**config.mk**
```make
export PLATFORM = sky130hd
export DESIGN_NAME = wakeup_control_status
export DESIGN_NICKNAME = d
export VERILOG_FILES = /design/src/rtl/wake_pkg.sv /design/src/rtl/wakeup_control_status.sv
export SDC_FILE = /design/constraint.sdc
export NUM_CORES = 1
export LEC_CHECK = 0
export BUFFER_PORTS_ARGS = -buffer_cell sky130_fd_sc_hd__buf_2
export CAP_MARGIN = 20
export CORE_ASPECT_RATIO = 1.4
export CORE_MARGIN = 3
export CORE_UTILIZATION = 41
export CTS_CLUSTER_DIAMETER = 50
export DETAILED_ROUTE_END_ITERATION = 7
export PLACE_DENSITY_LB_ADDON = 0.08
export SLEW_MARGIN = 20
export SYNTH_ARGS = -nofsm -noshare
export SYNTH_HDL_FRONTEND = slang
export SYNTH_SLANG_ARGS = --single-unit
export TNS_END_PERCENT = 30
```
**constraint.sdc**
```tcl
create_clock -name mclk -period 2.1 [get_ports mclk]
set_input_delay 0.315 -clock mclk [delete_from_list [all_inputs] [get_ports mclk]]
set_output_delay 0.315 -clock mclk [all_outputs]
set_load 0.05 [all_outputs]
```
**src/rtl/wake_pkg.sv**
```systemverilog
// constants, types and register layout for the wakeup control/status bank
package wake_pkg;
   localparam logic [11:0] WAKE_CTL_STS_OFFSET  = 12'h140;
   localparam logic [11:0] RESUME_CTL_OFFSET    = 12'h150;
   localparam int          FILTER_WAKE_EN_BIT   = 14;
   localparam int          LPI_TX_FLAG_BIT      = 13;
   localparam int          LPI_TX_EN_BIT        = 12;
   localparam int          LPI_RX_FLAG_BIT      = 11;
   localparam int          LPI_RX_EN_BIT        = 10;
   localparam int          FILTER_FLAG_BIT      = 9;
   localparam int          STORE_WAKE_BIT       = 8;
   localparam int          OWN_ADDR_FLAG_BIT    = 7;
   localparam int          PATTERN_FLAG_BIT     = 6;
   localparam int          CLR_ENABLES_BIT      = 0;
   localparam int          CLR_FLAGS_BIT        = 1;
   localparam logic [31:0] ENABLE_MASK          = 32'h0000_5500;
   localparam logic [31:0] FLAG_MASK            = 32'h0000_2AC0;
   localparam logic [31:0] RESUME_CLR_EN_MASK   = 32'h0000_5400; // wake enables only, store wake kept
   localparam logic [31:0] RESUME_CTL_MASK      = 32'h0000_0003;
   localparam logic [31:0] REG_RESET            = 32'h0000_0000;
   localparam logic [1:0]  RESUME_CTL_RESET     = 2'h0;

   // life cycle of one deep suspend; gray codes along the usual path
   typedef enum logic [1:0] {
      RUN        = 2'b00,
      SLEEP      = 2'b01,
      WOKE_FRAME = 2'b11,
      WOKE_OTHER = 2'b10
   } suspend_e;

   // per-frame report from the receive MAC and receive_filter_engine
   typedef struct packed {
      logic frame_done;
      logic frame_ok;
      logic filter_pass;
      logic own_address;
      logic pattern_match;
   } frame_event_s;

   // low power idle exits reported by the EEE logic
   typedef struct packed {
      logic tx_exit_delay;
      logic rx_exit_wake;
   } lpi_event_s;

   // register port from software
   typedef struct packed {
      logic [11:0] addr;
      logic [31:0] wdata;
      logic        wr;
      logic        rd;
   } reg_req_s;
endpackage

```
**src/rtl/wakeup_control_status.sv**
```systemverilog
// wakeup control/status register bank with wake event and frame-store steering
//
// Local design decision: the plain strobed port.
`timescale 1ns/10ps

// Summary of operation
// software keeps all enables clear in normal operation, else receive misbehaves
// filter wake enable lets a good filtered frame raise a wakeup
// resume completion clears enables when resume_clears_enables is set; the code clears only the three wake enables and keeps store wake
// resume completion clears flags when resume_clears_flags is set
// tx lpi exit after request delay sets lpi_tx_exit_flag
// lpi_tx_exit_flag never sets while its enable is clear
// both lpi flags held zero while energy_efficient_enable is low
// tx lpi exit is a wake event when its enable is set
// rx lpi exit on wake signalling sets rx flag, only if enabled
// rx wake signalling is a wake event when its enable is set
// good frame passing filter engine sets filter_wake_frame_flag
// store wake set: store waking frame and later good filtered frames
// store wake clear: store only later good filtered frames
// wake not caused by a frame: store all later frames
// store wake bit matters only in deep_suspend_state
// frame matching own address sets own_address_frame_flag
// frame matching wakeup pattern filter sets pattern_wake_frame_flag
// flags sticky until written one; reserved bits read zero
// all enables and flags reset to zero
module wakeup_control_status (
   input  wire logic                  mclk,
   input  wire logic                  reset_n,
   input  wire wake_pkg::reg_req_s    reg_req,
   output logic [31:0]                reg_rdata,
   input  wire wake_pkg::frame_event_s frame_evt,
   input  wire wake_pkg::lpi_event_s  lpi_evt,
   input  wire logic                  energy_efficient_enable,
   input  wire logic                  deep_suspend_state,
   input  wire logic                  resume_done,
   output logic                       wake_request,
   output logic                       store_frame
);

   logic [31:0]        bank_reg;
   logic [31:0]        bank_next;
   logic [1:0]         resume_ctl_reg;
   logic [31:0]        rdata_reg;
   logic               wake_request_reg;
   logic               store_frame_reg;
   wake_pkg::suspend_e state_reg;
   wake_pkg::suspend_e state_next;
   logic               good_frame;
   logic               frame_wake;
   logic               other_wake;
   logic               wr_bank;
   logic               wr_resume;
   logic               store_now;

   // a received frame with no error that the filter engine accepts
   function automatic logic passes(input wake_pkg::frame_event_s f);
      passes = f.frame_done & f.frame_ok & f.filter_pass;
   endfunction

   function automatic logic hit(input logic [11:0] a, input logic [11:0] off);
      hit = (a == off);
   endfunction

   assign good_frame = passes(frame_evt);
   assign wr_bank    = reg_req.wr & hit(reg_req.addr, wake_pkg::WAKE_CTL_STS_OFFSET);
   assign wr_resume  = reg_req.wr & hit(reg_req.addr, wake_pkg::RESUME_CTL_OFFSET);

   // wake causes, each gated by its own enable
   assign frame_wake = bank_reg[wake_pkg::FILTER_WAKE_EN_BIT] & good_frame;
   assign other_wake = (bank_reg[wake_pkg::LPI_TX_EN_BIT] & lpi_evt.tx_exit_delay)
                     | (bank_reg[wake_pkg::LPI_RX_EN_BIT] & lpi_evt.rx_exit_wake);

   // next value of the bank: write, resume clear, then hardware sets on top
   always_comb begin
      bank_next = bank_reg;
      if (wr_bank) begin
         bank_next = (bank_reg & ~wake_pkg::ENABLE_MASK) | (reg_req.wdata & wake_pkg::ENABLE_MASK);
         bank_next = bank_next & ~(reg_req.wdata & wake_pkg::FLAG_MASK);
      end else if (resume_done && resume_ctl_reg[wake_pkg::CLR_ENABLES_BIT]) begin
         // store wake is a storage setting, not a wake enable, so resume leaves it alone
         bank_next = bank_next & ~wake_pkg::RESUME_CLR_EN_MASK;
      end
      if (resume_done && resume_ctl_reg[wake_pkg::CLR_FLAGS_BIT]) begin
         bank_next = bank_next & ~wake_pkg::FLAG_MASK;
      end
      // sets win over write and resume clears in the same cycle
      if (lpi_evt.tx_exit_delay && bank_reg[wake_pkg::LPI_TX_EN_BIT]) begin
         bank_next[wake_pkg::LPI_TX_FLAG_BIT] = 1'b1;
      end
      if (lpi_evt.rx_exit_wake && bank_reg[wake_pkg::LPI_RX_EN_BIT]) begin
         bank_next[wake_pkg::LPI_RX_FLAG_BIT] = 1'b1;
      end
      if (good_frame) begin
         bank_next[wake_pkg::FILTER_FLAG_BIT] = 1'b1;
      end
      if (frame_evt.frame_done && frame_evt.frame_ok && frame_evt.own_address) begin
         bank_next[wake_pkg::OWN_ADDR_FLAG_BIT] = 1'b1;
      end
      if (frame_evt.frame_done && frame_evt.frame_ok && frame_evt.pattern_match) begin
         bank_next[wake_pkg::PATTERN_FLAG_BIT] = 1'b1;
      end
      // lpi flags are forced low with EEE off, beating even a set
      if (!energy_efficient_enable) begin
         bank_next[wake_pkg::LPI_TX_FLAG_BIT] = 1'b0;
         bank_next[wake_pkg::LPI_RX_FLAG_BIT] = 1'b0;
      end
      bank_next = bank_next & (wake_pkg::ENABLE_MASK | wake_pkg::FLAG_MASK);
   end

   // wake control/status bank
   always_ff @(posedge mclk or negedge reset_n) begin
      if (!reset_n) begin
         bank_reg <= wake_pkg::REG_RESET;
      end else begin
         bank_reg <= bank_next;
      end
   end

   // resume behaviour control bits
   always_ff @(posedge mclk or negedge reset_n) begin
      if (!reset_n) begin
         resume_ctl_reg <= wake_pkg::RESUME_CTL_RESET;
      end else if (wr_resume) begin
         resume_ctl_reg <= reg_req.wdata[1:0];
      end
   end

   // read data one cycle after the strobe; unmapped reads return zero
   always_ff @(posedge mclk or negedge reset_n) begin
      if (!reset_n) begin
         rdata_reg <= 32'h0000_0000;
      end else if (reg_req.rd && hit(reg_req.addr, wake_pkg::WAKE_CTL_STS_OFFSET)) begin
         rdata_reg <= bank_reg;
      end else if (reg_req.rd && hit(reg_req.addr, wake_pkg::RESUME_CTL_OFFSET)) begin
         rdata_reg <= {30'h0000_0000, resume_ctl_reg};
      end else begin
         rdata_reg <= 32'h0000_0000;
      end
   end

   // suspend tracking; only deep suspend changes frame storage
   always_comb begin
      state_next = state_reg;
      unique case (state_reg)
         wake_pkg::RUN: begin
            if (deep_suspend_state) begin
               state_next = wake_pkg::SLEEP;
            end
         end
         wake_pkg::SLEEP: begin
            if (!deep_suspend_state) begin
               state_next = wake_pkg::RUN;
            end else if (frame_wake) begin
               state_next = wake_pkg::WOKE_FRAME;
            end else if (other_wake) begin
               state_next = wake_pkg::WOKE_OTHER;
            end
         end
         wake_pkg::WOKE_FRAME, wake_pkg::WOKE_OTHER: begin
            if (!deep_suspend_state) begin
               state_next = wake_pkg::RUN;
            end
         end
      endcase
   end

   // suspend state register
   always_ff @(posedge mclk or negedge reset_n) begin
      if (!reset_n) begin
         state_reg <= wake_pkg::RUN;
      end else begin
         state_reg <= state_next;
      end
   end

   // store decision per finished frame for the fifo_controller
   always_comb begin
      store_now = 1'b0;
      unique case (state_reg)
         wake_pkg::RUN:        store_now = good_frame;
         wake_pkg::SLEEP:      store_now = frame_wake & bank_reg[wake_pkg::STORE_WAKE_BIT];
         wake_pkg::WOKE_FRAME: store_now = good_frame;
         wake_pkg::WOKE_OTHER: store_now = frame_evt.frame_done;
      endcase
   end

   // registered outputs; a wake pulse is raised in any power state
   always_ff @(posedge mclk or negedge reset_n) begin
      if (!reset_n) begin
         wake_request_reg <= 1'b0;
         store_frame_reg  <= 1'b0;
      end else begin
         wake_request_reg <= frame_wake | other_wake;
         store_frame_reg  <= store_now;
      end
   end

   assign reg_rdata    = rdata_reg;
   assign wake_request = wake_request_reg;
   assign store_frame  = store_frame_reg;
endmodule

```
Yosys cells after proc, flatten, opt, wreduce, memory -nomap -nowiden
Cells that the tools add are included.

word-level totals
  memory bits (writable) = 0
  bits of input ports = 58
  memories = 0
  bits in read-only memories = 0
  latch bits = 0
  flip-flop bits (word level) = 47

operators by class
  div/mod/pow operators = 0
  mux-type cells = 19
  shift-type cells = 0
  equal/unequal tests = 10
  $mul = 0
  add/sub/neg operators = 0
  bitwise operators = 13
  reductions and logical operators = 16
  magnitude comparators = 0

operators with widths
  cell                                                   number
  2-to-1 mux 32 bit                                      1
  2-to-1 mux 15 bit                                      2
  equality test 12 x 9 -> 1 bit, second input constant   2
  AND 15 bit                                             1
  inverter 14 -> 15 bit                                  1
  bitwise OR 14 x 15 -> 15 bit                           1
  2-to-1 mux 14 bit                                      1
  2-to-1 mux 2 bit                                       6
  logical AND 1 bit                                      9
  nonzero test 3 bit                                     3
  AND 1 bit                                              8
  inequality test 4 x 1 -> 1 bit, second input constant  2
  2-to-1 mux 1 bit                                       7
  one-hot mux 2 bit (3 select lines)                     1
  equality test 2 bit, second input constant             2
  inequality test 2 bit, second input constant           2
  inequality test 4 bit, second input constant           1
  OR reduction 2 bit                                     2
  one-hot mux 1 bit (3 select lines)                     1
  AND reduction 3 bit                                    1
  equality test 2 x 1 -> 1 bit, second input constant    1
  zero test 2 bit                                        1
  bitwise OR 1 bit                                       2

Longest topological paths before layout
Gate-level depths: netlist of the first run.

  depth after elaboration = 6
  depth in mapped cells = 6

Least setup slack after synthesis of the first run
No wires, ideal clock.

  path type = input-to-reg
  start = in reg_req[37] in the netlist's numbering
  end = reg bank_reg[8]
  required time = 1.975 ns
  arrival time = 1.620 ns
  setup time = 0.125 ns
  path buffers = 1
  path slack = 0.355 ns
  stages on the path = 4
  path through = or4_4 -> nor4_4 -> buf_6 -> mux2_2

between the ends
  word-level cells in the longest chain between the ends = 4

RTL lines
  what                           RTL line                      RTL
  from (decl)                    wakeup_control_status.sv:29   input wire wake_pkg::reg_req_s reg_req,
  equality test 12 x 9 -> 1 bit  wakeup_control_status.sv:61   hit = (a == off);
  AND 1 bit                      wakeup_control_status.sv:65   assign wr_bank = reg_req.wr & hit(reg_req.addr, wake_pkg::WAKE_CTL_STS_OFFSET);
  2-to-1 mux 15 bit              wakeup_control_status.sv:76   if (wr_bank) begin
  2-to-1 mux 14 bit              wakeup_control_status.sv:83   if (resume_done && resume_ctl_reg[wake_pkg::CLR_FLAGS_BIT]) begin
  to (signal assigned)           wakeup_control_status.sv:113  bank_reg <= wake_pkg::REG_RESET;
  to (signal assigned)           wakeup_control_status.sv:115  bank_reg <= bank_next;
  to (decl)                      wakeup_control_status.sv:40   logic [31:0] bank_reg;

No other way between the ends.
A chain may end at the register's enable or synchronous reset.

Worst setup path after layout of the first run
  start = reg state_reg[0]
  end = reg state_reg[0]

between the ends
  word-level cells in the longest chain between the ends = 4
  elaborated cells between the ends (all ways) = 10
  classes of those cells = eq/ne: 6; mux: 1; reduce/logical: 3

RTL lines
  what                             RTL line                      RTL
  from (decl)                      wakeup_control_status.sv:46   wake_pkg::suspend_e state_reg;
  from (signal assigned)           wakeup_control_status.sv:170  state_reg <= wake_pkg::RUN;
  from (signal assigned)           wakeup_control_status.sv:172  state_reg <= state_next;
  equality test 2 bit              wakeup_control_status.sv:144  unique case (state_reg)
  OR reduction 2 bit               wakeup_control_status.sv:144
  inequality test 2 bit (no line)  --
  AND reduction 3 bit (no line)    --

Several ways; a longest one is shown, not always the timed one.

==> results of run 1 <==
[power by group through the flow]
stage / combinational, W / clock (W) / sequential (W)
after floorplan: 0.000187 / 0 / 0.000540
after global placement: 0.000224 / 0 / 0.000536
after detailed placement: 0.000228 / 0 / 0.000537
after CTS: 0.000230 / 0.000331 / 0.000527
after global routing: 0.000254 / 0.000347 / 0.000529
final: 0.000228 / 0.000318 / 0.000527
[logic make-up (layout without fill, tap and decap cells)]
kind of cell / after synthesis / in the layout / share of synthesized area [%]
and+or+nand+nor: 41 / 41 / 19.7
AOI/OAI and AO/OA: 20 / 20 / 10.5
buffers and inverters: 25 / 56 / 13.4
adders and majority gates: 5 / 5 / 4.63
other: 1 / 21 / 0.278
DFF: 26 / 26 / 48.2
muxes: 4 / 4 / 3.24
[worst max-delay path, stage by stage (launching register included)]
cell and delay [ns]:
sky130_fd_sc_hd__dfrtp_1 0.41, sky130_fd_sc_hd__inv_1 0.10, sky130_fd_sc_hd__ha_1 0.23, sky130_fd_sc_hd__or3b_2 0.43, sky130_fd_sc_hd__o21ai_0 0.14, sky130_fd_sc_hd__o21ai_0 0.18, sky130_fd_sc_hd__mux2i_1 0.15
[placed cells by master (no fill, tap or decap)]
cell	instances
sky130_fd_sc_hd__buf_2	49
sky130_fd_sc_hd__ha_1	5
sky130_fd_sc_hd__clkbuf_8	4
sky130_fd_sc_hd__nand2b_1	1
sky130_fd_sc_hd__or3_4	1
sky130_fd_sc_hd__mux2_2	3
sky130_fd_sc_hd__nor4_4	1
sky130_fd_sc_hd__nor2_1	1
sky130_fd_sc_hd__o22ai_1	1
sky130_fd_sc_hd__a21oi_1	2
sky130_fd_sc_hd__a21o_2	2
sky130_fd_sc_hd__inv_1	2
sky130_fd_sc_hd__a21boi_0	2
sky130_fd_sc_hd__or3b_2	1
sky130_fd_sc_hd__nand3_1	2
sky130_fd_sc_hd__conb_1	21
sky130_fd_sc_hd__and3b_1	1
sky130_fd_sc_hd__buf_4	1
sky130_fd_sc_hd__nand4bb_4	1
sky130_fd_sc_hd__nor3_2	1
sky130_fd_sc_hd__o21ai_0	6
sky130_fd_sc_hd__a21oi_2	3
sky130_fd_sc_hd__o32a_1	1
sky130_fd_sc_hd__and2_1	9
sky130_fd_sc_hd__mux2i_1	1
sky130_fd_sc_hd__and4_1	2
sky130_fd_sc_hd__a31o_1	3
sky130_fd_sc_hd__or4_4	1
sky130_fd_sc_hd__dfrtp_1	26
sky130_fd_sc_hd__nand4_1	1
sky130_fd_sc_hd__nand2_1	18
[per-layer routing]
metal	vias up	wire, um	part of all wire (%)
li1	469	-	-
met1	447	923	35
met2	32	1560	59
met3	4	139	5.2
met4	0	31	1.2
met5	-	0	0
[cell type report]
class / instances / area, um2
clock buffers: 4 / 55.1
fillers: 313 / 1520
inverters: 2 / 7.51
multi-input cells: 91 / 593
flip-flops and latches: 26 / 651
well taps: 39 / 48.8
repair buffers: 50 / 253
[per-stage QoR]
step	hold slack (ns)	instance area [um2]	power (W)	util, %
4_1_cts	0.0566	1610	0.00109	51.5
2_1_floorplan	0.0194	1430	0.000727	-
5_1_grt	0.0703	1610	0.00113	51.5
6_report	0.0318	1610	0.00107	51.5
3_3_place_gp	0.334	1550	0.000760	49.7
3_5_place_dp	0.350	1550	0.000766	49.7
[path summary, 6_finish.rpt]
check | cells past startpoint | slack, ns | end | startpoint
worst min register to register | 1 | 0.49 | reg_rdata[7]$_DFF_PN0_ | bank_reg[7]$_DFFE_PN0P_
worst max-delay path | 6 | 0.34 | state_reg[0]$_DFFE_PN0P_ | state_reg[0]$_DFFE_PN0P_
worst min-delay path | 1 | 0.03 | reg_rdata[0]$_DFF_PN0_ | reset_n
min in group mclk | 3 | 0.25 | bank_reg[10]$_DFFE_PN0P_ | reg_req[12]
worst max register to register | 6 | 0.34 | state_reg[0]$_DFFE_PN0P_ | state_reg[0]$_DFFE_PN0P_
max in group asynchronous | 1 | 1.70 | wake_request$_DFF_PN0_ | reset_n
==> summary by stage, run 1 <==
Outcome
The run finished with clean final reports.

Yosys
The number of distinct standard cells referenced by the synthesized netlist is 31. By area the synthesized netlist is led by sky130_fd_sc_hd__dfrtp_1 (48%), sky130_fd_sc_hd__buf_4 (12%), sky130_fd_sc_hd__nand2_1 (5.0%). Of the synthesized area, sequential elements account for a little under 50%. Sorting the synthesized cells by how often they occur yields sky130_fd_sc_hd__dfrtp_1 (26), sky130_fd_sc_hd__buf_4 (21), sky130_fd_sc_hd__nand2_1 (18). A synthesized cell averages 11.1 um2. The most repeated cell in the gate-level netlist after synthesis is sky130_fd_sc_hd__dfrtp_1. The number of enable-type register cells in the synthesized netlist is 0. For this run, the leading register cell type out of synthesis is sky130_fd_sc_hd__dfrtp_1. After synthesis, the largest area contributor takes up 48.2% of total cell area. The number of standard cells after synthesis is ~120. The netlist area before placement is roughly 1400 um2.

The biggest area contributor in the post-synthesis netlist is sky130_fd_sc_hd__dfrtp_1. For this run, the number of Yosys warnings is 0. The post-synthesis async set-or-reset flop share is 100%.

The number of storage elements in the synthesis netlist is 26.

Finish
The number of standard cells in the layout, taps in and fillers out is 212. The final antenna diode count is 0. Relative to the synthesized area, the layout overhead comes to 19.1%. The share of layout cells above drive strength 1 is 39.3%. The register with the most flip-flops in the layout has 11 of them. The number of nets in the layout is 237.

Timing
The actual transition at the worst max-transition pin is 0.563 ns. The total count of max-transition violations in the final report is 0. Setup repair after global routing left no endpoint under its margin. After layout, the worst path uses 83.7% of the clock period. The setup skew after layout is 0.00293 ns. The time the worst path needs with I/O delays and setup is between 1.5 and 2 ns. The total negative setup slack is 0 ns. Across all setup checks in the final design, the least slack found is 0.343 ns. The final-report setup violation count is 0. For this run, the top clock speed supported by timing is 0.569 GHz. The relative max-transition margin is between 60% and 70%. The final-report hold violation count is 0.

Power and ir drop
Power spread over the standard cell area amounts to ~670 nW/um2. Of the total power, the share spent switching nets is 30.1%. The sequential share of power is 49.1%.

The analysis attributes to net switching a power of 0.000322 W. The cell-internal power is 0.000750 W. Per report_power, the clock group accounts for 29.6% of the total. Combinational logic burns 21.3% of the power.

The leakage power total is 0.874 nW. The peak supply drop is 0.380 mV.

Routing
In the final routed layout, each cell accounts on average for 12.5 um. For this block, the routed nets add up to 2650 um of wire. The first-pass iteration count of the detailed router is 4. The via count normalized by instance count is 4.49. The number of antenna-violating nets in the routed design is 0. The total vias in the final route is 952. For this run, design rule violations remaining after detail routing come to 0.

After the first detailed-routing iteration, the DRC count stood at 16.

GRT
The met2 track demand over resource is a little over a quarter. Global routing consumed, on the met1 layer, roughly 14% of the routing resources. For this run the aggregate overflow at the end of global routing stands at 0. The via count of the first global-routing pass is 972. The number of antenna violations at the first check in global routing is 0. The global-route wire length before repair is 4090 um. The total global routing track utilization is roughly 14%.

met2 is the most crowded layer. Entering global routing, the biggest net connects 27 pins. The met3 routing resource usage after global routing is 2.64%.

Die
The die covers roughly 4000 um2. 92 I/O pins were placed. The effective utilization at floorplan is a little over two fifths. The die width is 54.5 um. The die is 73.9 um tall.

The floorplan core area is 3120 um2. The floorplan has 24 rows.

Clock tree
The clock tree from TritonCTS is done. In this run the deepest clock path goes through 2 buffers. The number of buffers added for setup after CTS is 0. The count of hold-fix buffers inserted at cts is 0. Clock tree synthesis selected as its root buffer the cell sky130_fd_sc_hd__clkbuf_8. The clock net in this run drives a total of 26 sinks. The insertion delay to the later sink of the worst-skew pair is 0.26 ns. The number of CTS-inserted buffers is 3. The number of H-tree levels is 1. Clock-pin slew was measured on the worst setup and hold paths at 0.09 ns. Post-CTS repair changed the size of 0 cells.

Run
Across the run, the number of max-cap violations was 0.

Worst hold path
The worst hold-check path type is in -> async.

Place
The total placed cells including tap cells is ~210. The count of buffers added on input and output ports is between 40 and 50. The pre-CTS worst setup slack is 0.204 ns. The congestion estimate from routability-driven global placement came to 0.739. The total half-perimeter wirelength after legalization and detailed placement is 2260 um.

Critical path
STA classifies the critical path endpoint as a flop. At the worst endpoint, the required time is 2.25 ns. The critical path class is reg -> reg. STA classifies the critical path startpoint as a flop. The largest fanout on the critical path is 4.

Data arrives at the worst endpoint at 1.91 ns.
Note: power is estimated with default switching activity, not from simulation.
==> run 2: changes to the inputs <==
--- a/config.mk
+++ b/config.mk
@@ -9,7 +9,7 @@
 export CAP_MARGIN = 20
 export CORE_ASPECT_RATIO = 1.4
 export CORE_MARGIN = 3
-export CORE_UTILIZATION = 41
+export CORE_UTILIZATION = 37
 export CTS_CLUSTER_DIAMETER = 50
 export DETAILED_ROUTE_END_ITERATION = 7
 export PLACE_DENSITY_LB_ADDON = 0.08
==> constraint.sdc (replaced) <==
create_clock -name mclk -period 1.6 [get_ports mclk]
set_input_delay 0.24 -clock mclk [delete_from_list [all_inputs] [get_ports mclk]]
set_output_delay 0.24 -clock mclk [all_outputs]
set_load 0.05 [all_outputs]
==> run 2 against run 1 <==
Effect of this change: register-to-register slack worse by 0.21 ns; sequential power is 31% higher; non-clock buffer count is 9 higher; wire length is 5.2% higher; cell count is 4.7% higher; critical path depth stayed put; clock skew is 0.0018 ns lower; sequential share of layout area is 2.0 points lower; largest power group unchanged; highest routed layer unchanged.
==> summary by stage, run 2 (synthesized netlist as in run 1, its figures left out) <==
Power and ir drop
The sequential share of power was 46.4% (-2.7 points). The clock share of power is 28.0% (-1.6 points). The net switching power came to 0.000444 W (+38%). The relative contribution of combinational cells to total power is 25.6% (+4.3 points). The leakage power total came to 0.915 nW (+4.7%).

The peak supply drop is 0.575 mV (+51%). The cell-internal power is 0.00104 W (+39%). The fraction of power spent switching nets is 29.9% (-0.20 points).

The power per cell area is 880 nW/um2 (+32%).

Timing
Derived from the worst setup path, the maximum achievable clock frequency is 0.675 GHz. The portion of the clock cycle consumed by the worst path in the final layout is 92.7%. The setup skew after layout is 0.00113 ns (-0.00180 ns).

Setup repair after global routing left no endpoint under its margin. The total negative setup slack is 0 ns (unchanged). The relative max-transition margin is 61.0% (-1.5 points). The final-report hold violation count is 0 (unchanged). The total count of max-transition violations in the final report came to 0 (unchanged). The final-report setup violation count is 0 (unchanged).

The worst hold slack across all endpoints is 0.184 ns (+0.152 ns). The actual transition at the worst max-transition pin is 0.585 ns (+0.0220 ns). The time the worst path needs with I/O delays and setup is 1.48 ns.

Routing
The total vias in the final route is 971 (+2.0%). The number of antenna-violating nets in the routed design is 0 (unchanged). The via count normalized by instance count is 4.37 (-2.6%).

The remaining routing DRC violations is 0 (unchanged). The detailed router's first-iteration violation count is 15 (-1). The total routed wirelength came to 2790 um (+5.2%). The first-pass iteration count of the detailed router is 4 (unchanged). The detail-routed net length per standard cell was 12.6 um (+0.43%).

Place
The total placed cells including tap cells came to 216 (+3.8%). The final estimated routing congestion in global placement is 0.795 (+7.6%). The number of buffer cells added on primary ports is 49 (unchanged).

The total half-perimeter wirelength after legalization and detailed placement came to 2310 um (+2.4%).

GRT
The met2 track demand over resource is 23.3% (-3.6 points). The routing usage on met1 is 13.5% (-0.73 points). The total grt overflow is 0 (unchanged).

The number of antenna violations at the first check in global routing came to 0 (unchanged). The pin count of the biggest net entering global routing is 27 (unchanged). The via count of the first global-routing pass came to 945 (-2.8%). The total global routing track utilization is 12.4% (-1.6 points). In this run the most used layer during global routing was met2.

The met3 routing resource usage after global routing came to 2.33% (-0.31 points). The global-route wire length before repair came to 4290 um (+4.9%).

Finish
The flip-flop count of the largest register, all copies and words added is 11 (unchanged). The final antenna diode count was 0 (unchanged). The number of standard cells in the layout, taps in and fillers out came to 222 (+4.7%). The share of layout cells above drive strength 1 was 44.0% (+4.6 points). The most common cell after layout, fill and taps aside is sky130_fd_sc_hd__buf_2. Relative to the synthesized area, the layout overhead comes to 25.2%. The total of fill cells in the finished design came to 350 (+12%).

The number of nets in the layout came to 246 (+3.8%). In the layout the commonest cells are sky130_fd_sc_hd__buf_2 (49), sky130_fd_sc_hd__dfrtp_1 (26), sky130_fd_sc_hd__conb_1 (21), sky130_fd_sc_hd__nand2_1 (18).

Outcome
The flow ran to the end, and the final reports show no timing, DRC or antenna violations.

Run
The max capacitance violation total is 0 (unchanged).

Die
The vertical die dimension is 77.5 um (+4.8%). The effective utilization at floorplan came to 39.2% (-4.0 points). The floorplan die area was 4420 um2 (+9.8%). The floorplan core area is 3440 um2 (+10%).

The die width came to 57.1 um (+4.7%). The number of I/O pins is 92 (unchanged). The number of cell rows is 25 (+4.2%).

Clock tree
The number of H-tree levels was 1 (unchanged). The number of clock sinks is 26 (unchanged). The clock-pin slew of the registers on the worst-case setup and hold paths is 0.09 ns (about the same). The insertion delay to the later sink of the worst-skew pair is 0.26 ns (about the same). Clock tree synthesis selected as its root buffer the cell sky130_fd_sc_hd__clkbuf_8.

The clock tree from TritonCTS is done. The maximum clock insertion buffer count is 2 (unchanged). The number of CTS-inserted buffers came to 3 (unchanged).

Worst hold path
The worst hold path stage count is 3. The worst hold-check path type is in -> reg.

Critical path
STA classifies the critical path startpoint as an input pin. The critical path endpoint category is a flop. The critical path data required time came to 1.76 ns (-0.49 ns). The critical path is of the in -> reg type. The number of cells on the worst reg-to-reg path came to 6 (unchanged). The data arrival at the endpoint of the critical path was 1.64 ns (-0.27 ns). The largest fanout on the critical path is 3 (-1).
run 2: cell types whose count changed in the layout (fill, tap and decap cells not counted), sizes merged:
cell / previous run / this run
buf: 50 / 58
dlygate4sd3: 0 / 1
run 2: area by class of cell:
| class | count | area [um2] | area share (%) |
|---|---|---|---|
| Clock buffer | 4 | 55.1 | 3.26 |
| Inverter | 2 | 7.51 | 0.444 |
| Multi-Input combinational cell | 91 | 604 | 35.8 |
| Sequential cell | 26 | 651 | 38.5 |
| Tap cell | 40 | 50.0 | 2.96 |
| Timing Repair Buffer | 59 | 323 | 19.1 |
run 2: worst paths after layout:
path | from | end | slack [ns]
setup / recovery | reg_req[37] | bank_reg[7]$_DFFE_PN0P_ | 0.12
hold / removal | reg_req[16] | bank_reg[14]$_DFFE_PN0P_ | 0.18
setup reg to reg | state_reg[0]$_DFFE_PN0P_ | state_reg[1]$_DFFE_PN0P_ | 0.13
hold reg to reg | bank_reg[6]$_DFFE_PN0P_ | reg_rdata[6]$_DFF_PN0_ | 0.48
max in group asynchronous | reset_n | store_frame$_DFF_PN0_ | 0.72
min in group asynchronous | reset_n | reg_rdata[1]$_DFF_PN0_ | 0.50
run 2: stage by stage:
stage	worst slack [ns]	util, %	cell area, um2	total power (W)
3_5_place_dp	-0.184	46.7	1610	0.00105
2_1_floorplan	-0.0697	-	1430	0.000954
5_1_grt	0.0109	49.1	1690	0.00157
4_1_cts	0.0157	48.9	1680	0.00150
6_report	0.117	49.1	1690	0.00149
3_3_place_gp	-0.172	46.7	1610	0.00104
run 2: power by group through the flow:
stage	Sequential (W)	Combinational [W]	Clock [W]
final	0.000690	0.000381	0.000417
after global routing	0.000693	0.000415	0.000460
after CTS	0.000686	0.000381	0.000431
after detailed placement	0.000700	0.000350	0
after global placement	0.000699	0.000343	0
after floorplan	0.000708	0.000246	0
run 2: what timing repair did:
action / in CTS / in global routing
hold buffers: 1 / 0
setup buffers: 1 / 0
gates resized for setup: 3 / 4
hold endpoints to repair: 26 / 0
endpoints found under the setup margin: 2 / 2
gates cloned: 0 / 0
pin swaps: 0 / 0
run 2: critical path: stages:
cell and delay, ns:
sky130_fd_sc_hd__buf_2 0.10, sky130_fd_sc_hd__or4_4 0.55, sky130_fd_sc_hd__nor4_4 0.31, sky130_fd_sc_hd__buf_4 0.20, sky130_fd_sc_hd__a21oi_2 0.05, sky130_fd_sc_hd__a31o_1 0.18
run 2: per-layer routing:
| layer | wire (um) | share of wire [%] |
|---|---|---|
| met1 | 972 | 35 |
| met2 | 1620 | 58 |
| met3 | 179 | 6.4 |
| met4 | 17 | 0.61 |
| met5 | 0 | 0 |
==> run 3: changes to the inputs <==
--- a/config.mk
+++ b/config.mk
@@ -9,7 +9,8 @@
 export CAP_MARGIN = 20
 export CORE_ASPECT_RATIO = 1.4
 export CORE_MARGIN = 3
-export CORE_UTILIZATION = 37
+export CORE_UTILIZATION = 38
+export CTS_BUF_LIST = sky130_fd_sc_hd__clkbuf_8
 export CTS_CLUSTER_DIAMETER = 50
 export DETAILED_ROUTE_END_ITERATION = 7
 export PLACE_DENSITY_LB_ADDON = 0.08
==> run 3 against run 2 <==
Effect of this change: non-clock buffer count stayed put; sequential share of layout area is 0.37 points lower; power is 7.9% higher; sequential cell count stayed put; sequential power hardly changed; cell area is 0.96% higher; first-iteration DRC count stayed put; clock skew is 0.0041 ns higher; clock power is 29% higher; register-to-register slack better by 0.03 ns; combinational power hardly changed; fmax is 1.4% higher.
==> summary by stage, run 3 (synthesized netlist as in run 1, its figures left out) <==
Outcome
The run finished with clean final reports.

Place
The number of buffer cells added on primary ports is 49 (unchanged). The total placed cells including tap cells is 216 (unchanged). The final estimated routing congestion in global placement is 0.736 (-7.4%). The pre-CTS worst setup slack is -0.183 ns (+0.00124 ns). The total half-perimeter wirelength after legalization and detailed placement is 2280 um (-1.3%).

Finish
The share of the core filled with cells was 50.1% (+0.93 points). The number of nets in the layout came to 246 (unchanged). The most common cell after layout, fill and taps aside is sky130_fd_sc_hd__buf_2. The top cell types in the final layout, fill and taps aside, are sky130_fd_sc_hd__buf_2 (49), sky130_fd_sc_hd__dfrtp_1 (26), sky130_fd_sc_hd__conb_1 (21), sky130_fd_sc_hd__nand2_1 (18). The final antenna diode count is 0 (unchanged).

The number of standard cells in the layout, taps in and fillers out was 222 (unchanged). The share of layout cells above drive strength 1 was 44.0% (unchanged). The flip-flop count of the largest register, all copies and words added is 11 (unchanged). The area growth from synthesis to layout is 26.4%.

Clock tree
The clock-pin slew of the registers on the worst-case setup and hold paths is 0.09 ns (about the same). The number of H-tree levels is 1 (unchanged). The clock tree from TritonCTS is done. The number of CTS-inserted buffers is 3 (unchanged).

The number of clock sinks is 26 (unchanged). The clock root buffer is sky130_fd_sc_hd__clkbuf_8. The maximum clock insertion buffer count is 2 (unchanged). The insertion delay to the later sink of the worst-skew pair is 0.27 ns (about the same).

Die
The number of I/O pins was 92 (unchanged). The die width is 56.4 um (-1.2%). The floorplan core area is 3410 um2 (-0.91%). The number of cell rows is 25 (unchanged). The effective utilization at floorplan is 39.6% (+0.36 points).

The floorplan die area came to 4310 um2 (-2.4%). The vertical die dimension came to 76.5 um (-1.2%).

GRT
The total global routing track utilization is 12.7% (+0.24 points). The total grt overflow is 0 (unchanged). The number of antenna violations at the first check in global routing came to 0 (unchanged). The pin count of the biggest net entering global routing is 27 (unchanged).

The global-route wire length before repair is 4350 um (+1.3%). The via count of the first global-routing pass is 1,019 (+7.8%).

Timing
The time the worst path needs with I/O delays and setup is 1.46 ns (-0.0207 ns). The total count of max-transition violations in the final report was 0 (unchanged). The portion of the clock cycle consumed by the worst path in the final layout came to 91.4% (-1.3 points).

The final-report setup violation count was 0 (unchanged). The setup skew after layout came to 0.00519 ns (+0.00405 ns). The relative max-transition margin is 61.4% (+0.42 points). The actual transition at the worst max-transition pin is 0.578 ns (-0.00630 ns). The highest clock rate is 0.684 GHz (+1.4%). The worst hold slack across all endpoints is 0.179 ns (-0.00531 ns).

The final-report hold violation count is 0 (unchanged). Setup repair after global routing left no endpoint under its margin. The worst-case setup margin in the final layout was 0.138 ns (+0.0207 ns).

Routing
The first-pass iteration count of the detailed router is 4 (unchanged). The detail-routed net length per standard cell is 12.1 um (-3.3%). The remaining routing DRC violations came to 0 (unchanged).

The via count normalized by instance count came to 4.52 (+3.3%). The total routed wirelength is 2700 um (-3.3%). The number of antenna-violating nets in the routed design is 0 (unchanged). The detailed router's first-iteration violation count came to 15 (unchanged). The total vias in the final route is 1,003 (+3.3%).

Power and ir drop
The power per cell area is 940 nW/um2 (+6.8%). The peak supply drop came to 0.403 mV (-30%). The cell-internal power is 0.00116 W (+11%). The fraction of power spent switching nets was 27.8% (-2.1 points).

The total chip power is 0.00160 W (+7.9%). The net switching power came to 0.000446 W (+0.38%). The leakage power total is 0.922 nW (+0.76%). The relative contribution of combinational cells to total power came to 23.6% (-2.0 points). The sequential share of power is 43.0% (-3.4 points). The clock share of power was 33.4% (+5.4 points).

Critical path
The data arrival at the endpoint of the critical path is 1.63 ns (about the same). The largest fanout on the critical path came to 3 (unchanged). The critical path data required time is 1.76 ns (about the same). The number of cells on the worst reg-to-reg path came to 5 (-1). The critical path endpoint category is a flop. The critical path class is in -> reg. The worst setup path is launched from an input pin.

Run
The max capacitance violation total was 0 (unchanged).

Worst hold path
The worst hold path stage count is 3 (unchanged). The worst hold-check path type is in -> reg.
[run 3: changes by cell type in the layout (fill, tap and decap cells not counted), sizes merged]
cell / delta
bufinv: +1
clkbuf: -1
[run 3: final timing paths]
kind / endpoint / startpoint / slack (ns)
max: bank_reg[6]$_DFFE_PN0P_ / reg_req[37] / 0.14
min reg2reg: reg_rdata[7]$_DFF_PN0_ / bank_reg[7]$_DFFE_PN0P_ / 0.49
max reg2reg: state_reg[0]$_DFFE_PN0P_ / state_reg[0]$_DFFE_PN0P_ / 0.16
min: bank_reg[14]$_DFFE_PN0P_ / reg_req[16] / 0.18
max in group asynchronous: reg_rdata[10]$_DFF_PN0_ / reset_n / 0.73
min in group asynchronous: bank_reg[10]$_DFFE_PN0P_ / reset_n / 0.49
[run 3: per-layer routing]
layer	track usage (%)	routed length, um	part of all wire [%]
met5	0	0	0
met4	5.94	41	1.5
met3	1.53	152	5.6
met2	24.6	1540	57
met1	12.9	966	36
[run 3: through the flow]
stage                     cell area (um2)  setup TNS, ns
after floorplan                      1430        -0.0697
after global placement               1610          -1.65
after detailed placement             1610          -2.05
after CTS                            1690              0
after global routing                 1710              0
final                                1710              0
[run 3: what timing repair did]
action,in CTS,in global routing
hold buffers,1,0
endpoints found under the hold margin,26,0
resized for setup,2,5
endpoints found under the setup margin,2,2
gates cloned,0,0
buffers inserted,0,1
[run 3: power groups by stage]
stage | logic (W) | registers (W) | clock network [W]
final | 0.000379 | 0.000690 | 0.000536
after global routing | 0.000415 | 0.000692 | 0.000583
after CTS | 0.000357 | 0.000688 | 0.000554
after detailed placement | 0.000352 | 0.000700 | 0
after global placement | 0.000345 | 0.000700 | 0
after floorplan | 0.000246 | 0.000708 | 0
[run 3: area by class of cell]
| cell class | count | area [um2] |
|---|---|---|
| timing repair buffer | 59 | 323 |
| fill | 339 | 1700 |
| sequential | 26 | 651 |
| clock buffer | 3 | 41.3 |
| multi-input combinational | 91 | 604 |
| clock inverter | 1 | 30.0 |
| tap | 40 | 50.0 |
| inverter | 2 | 7.51 |
[run 3: worst max-delay path, cell delays in order]
cell	delay, ns
sky130_fd_sc_hd__buf_2	0.09
sky130_fd_sc_hd__or4_4	0.55
sky130_fd_sc_hd__nor4_4	0.31
sky130_fd_sc_hd__buf_4	0.20
sky130_fd_sc_hd__a21oi_2	0.05
sky130_fd_sc_hd__a31o_1	0.18
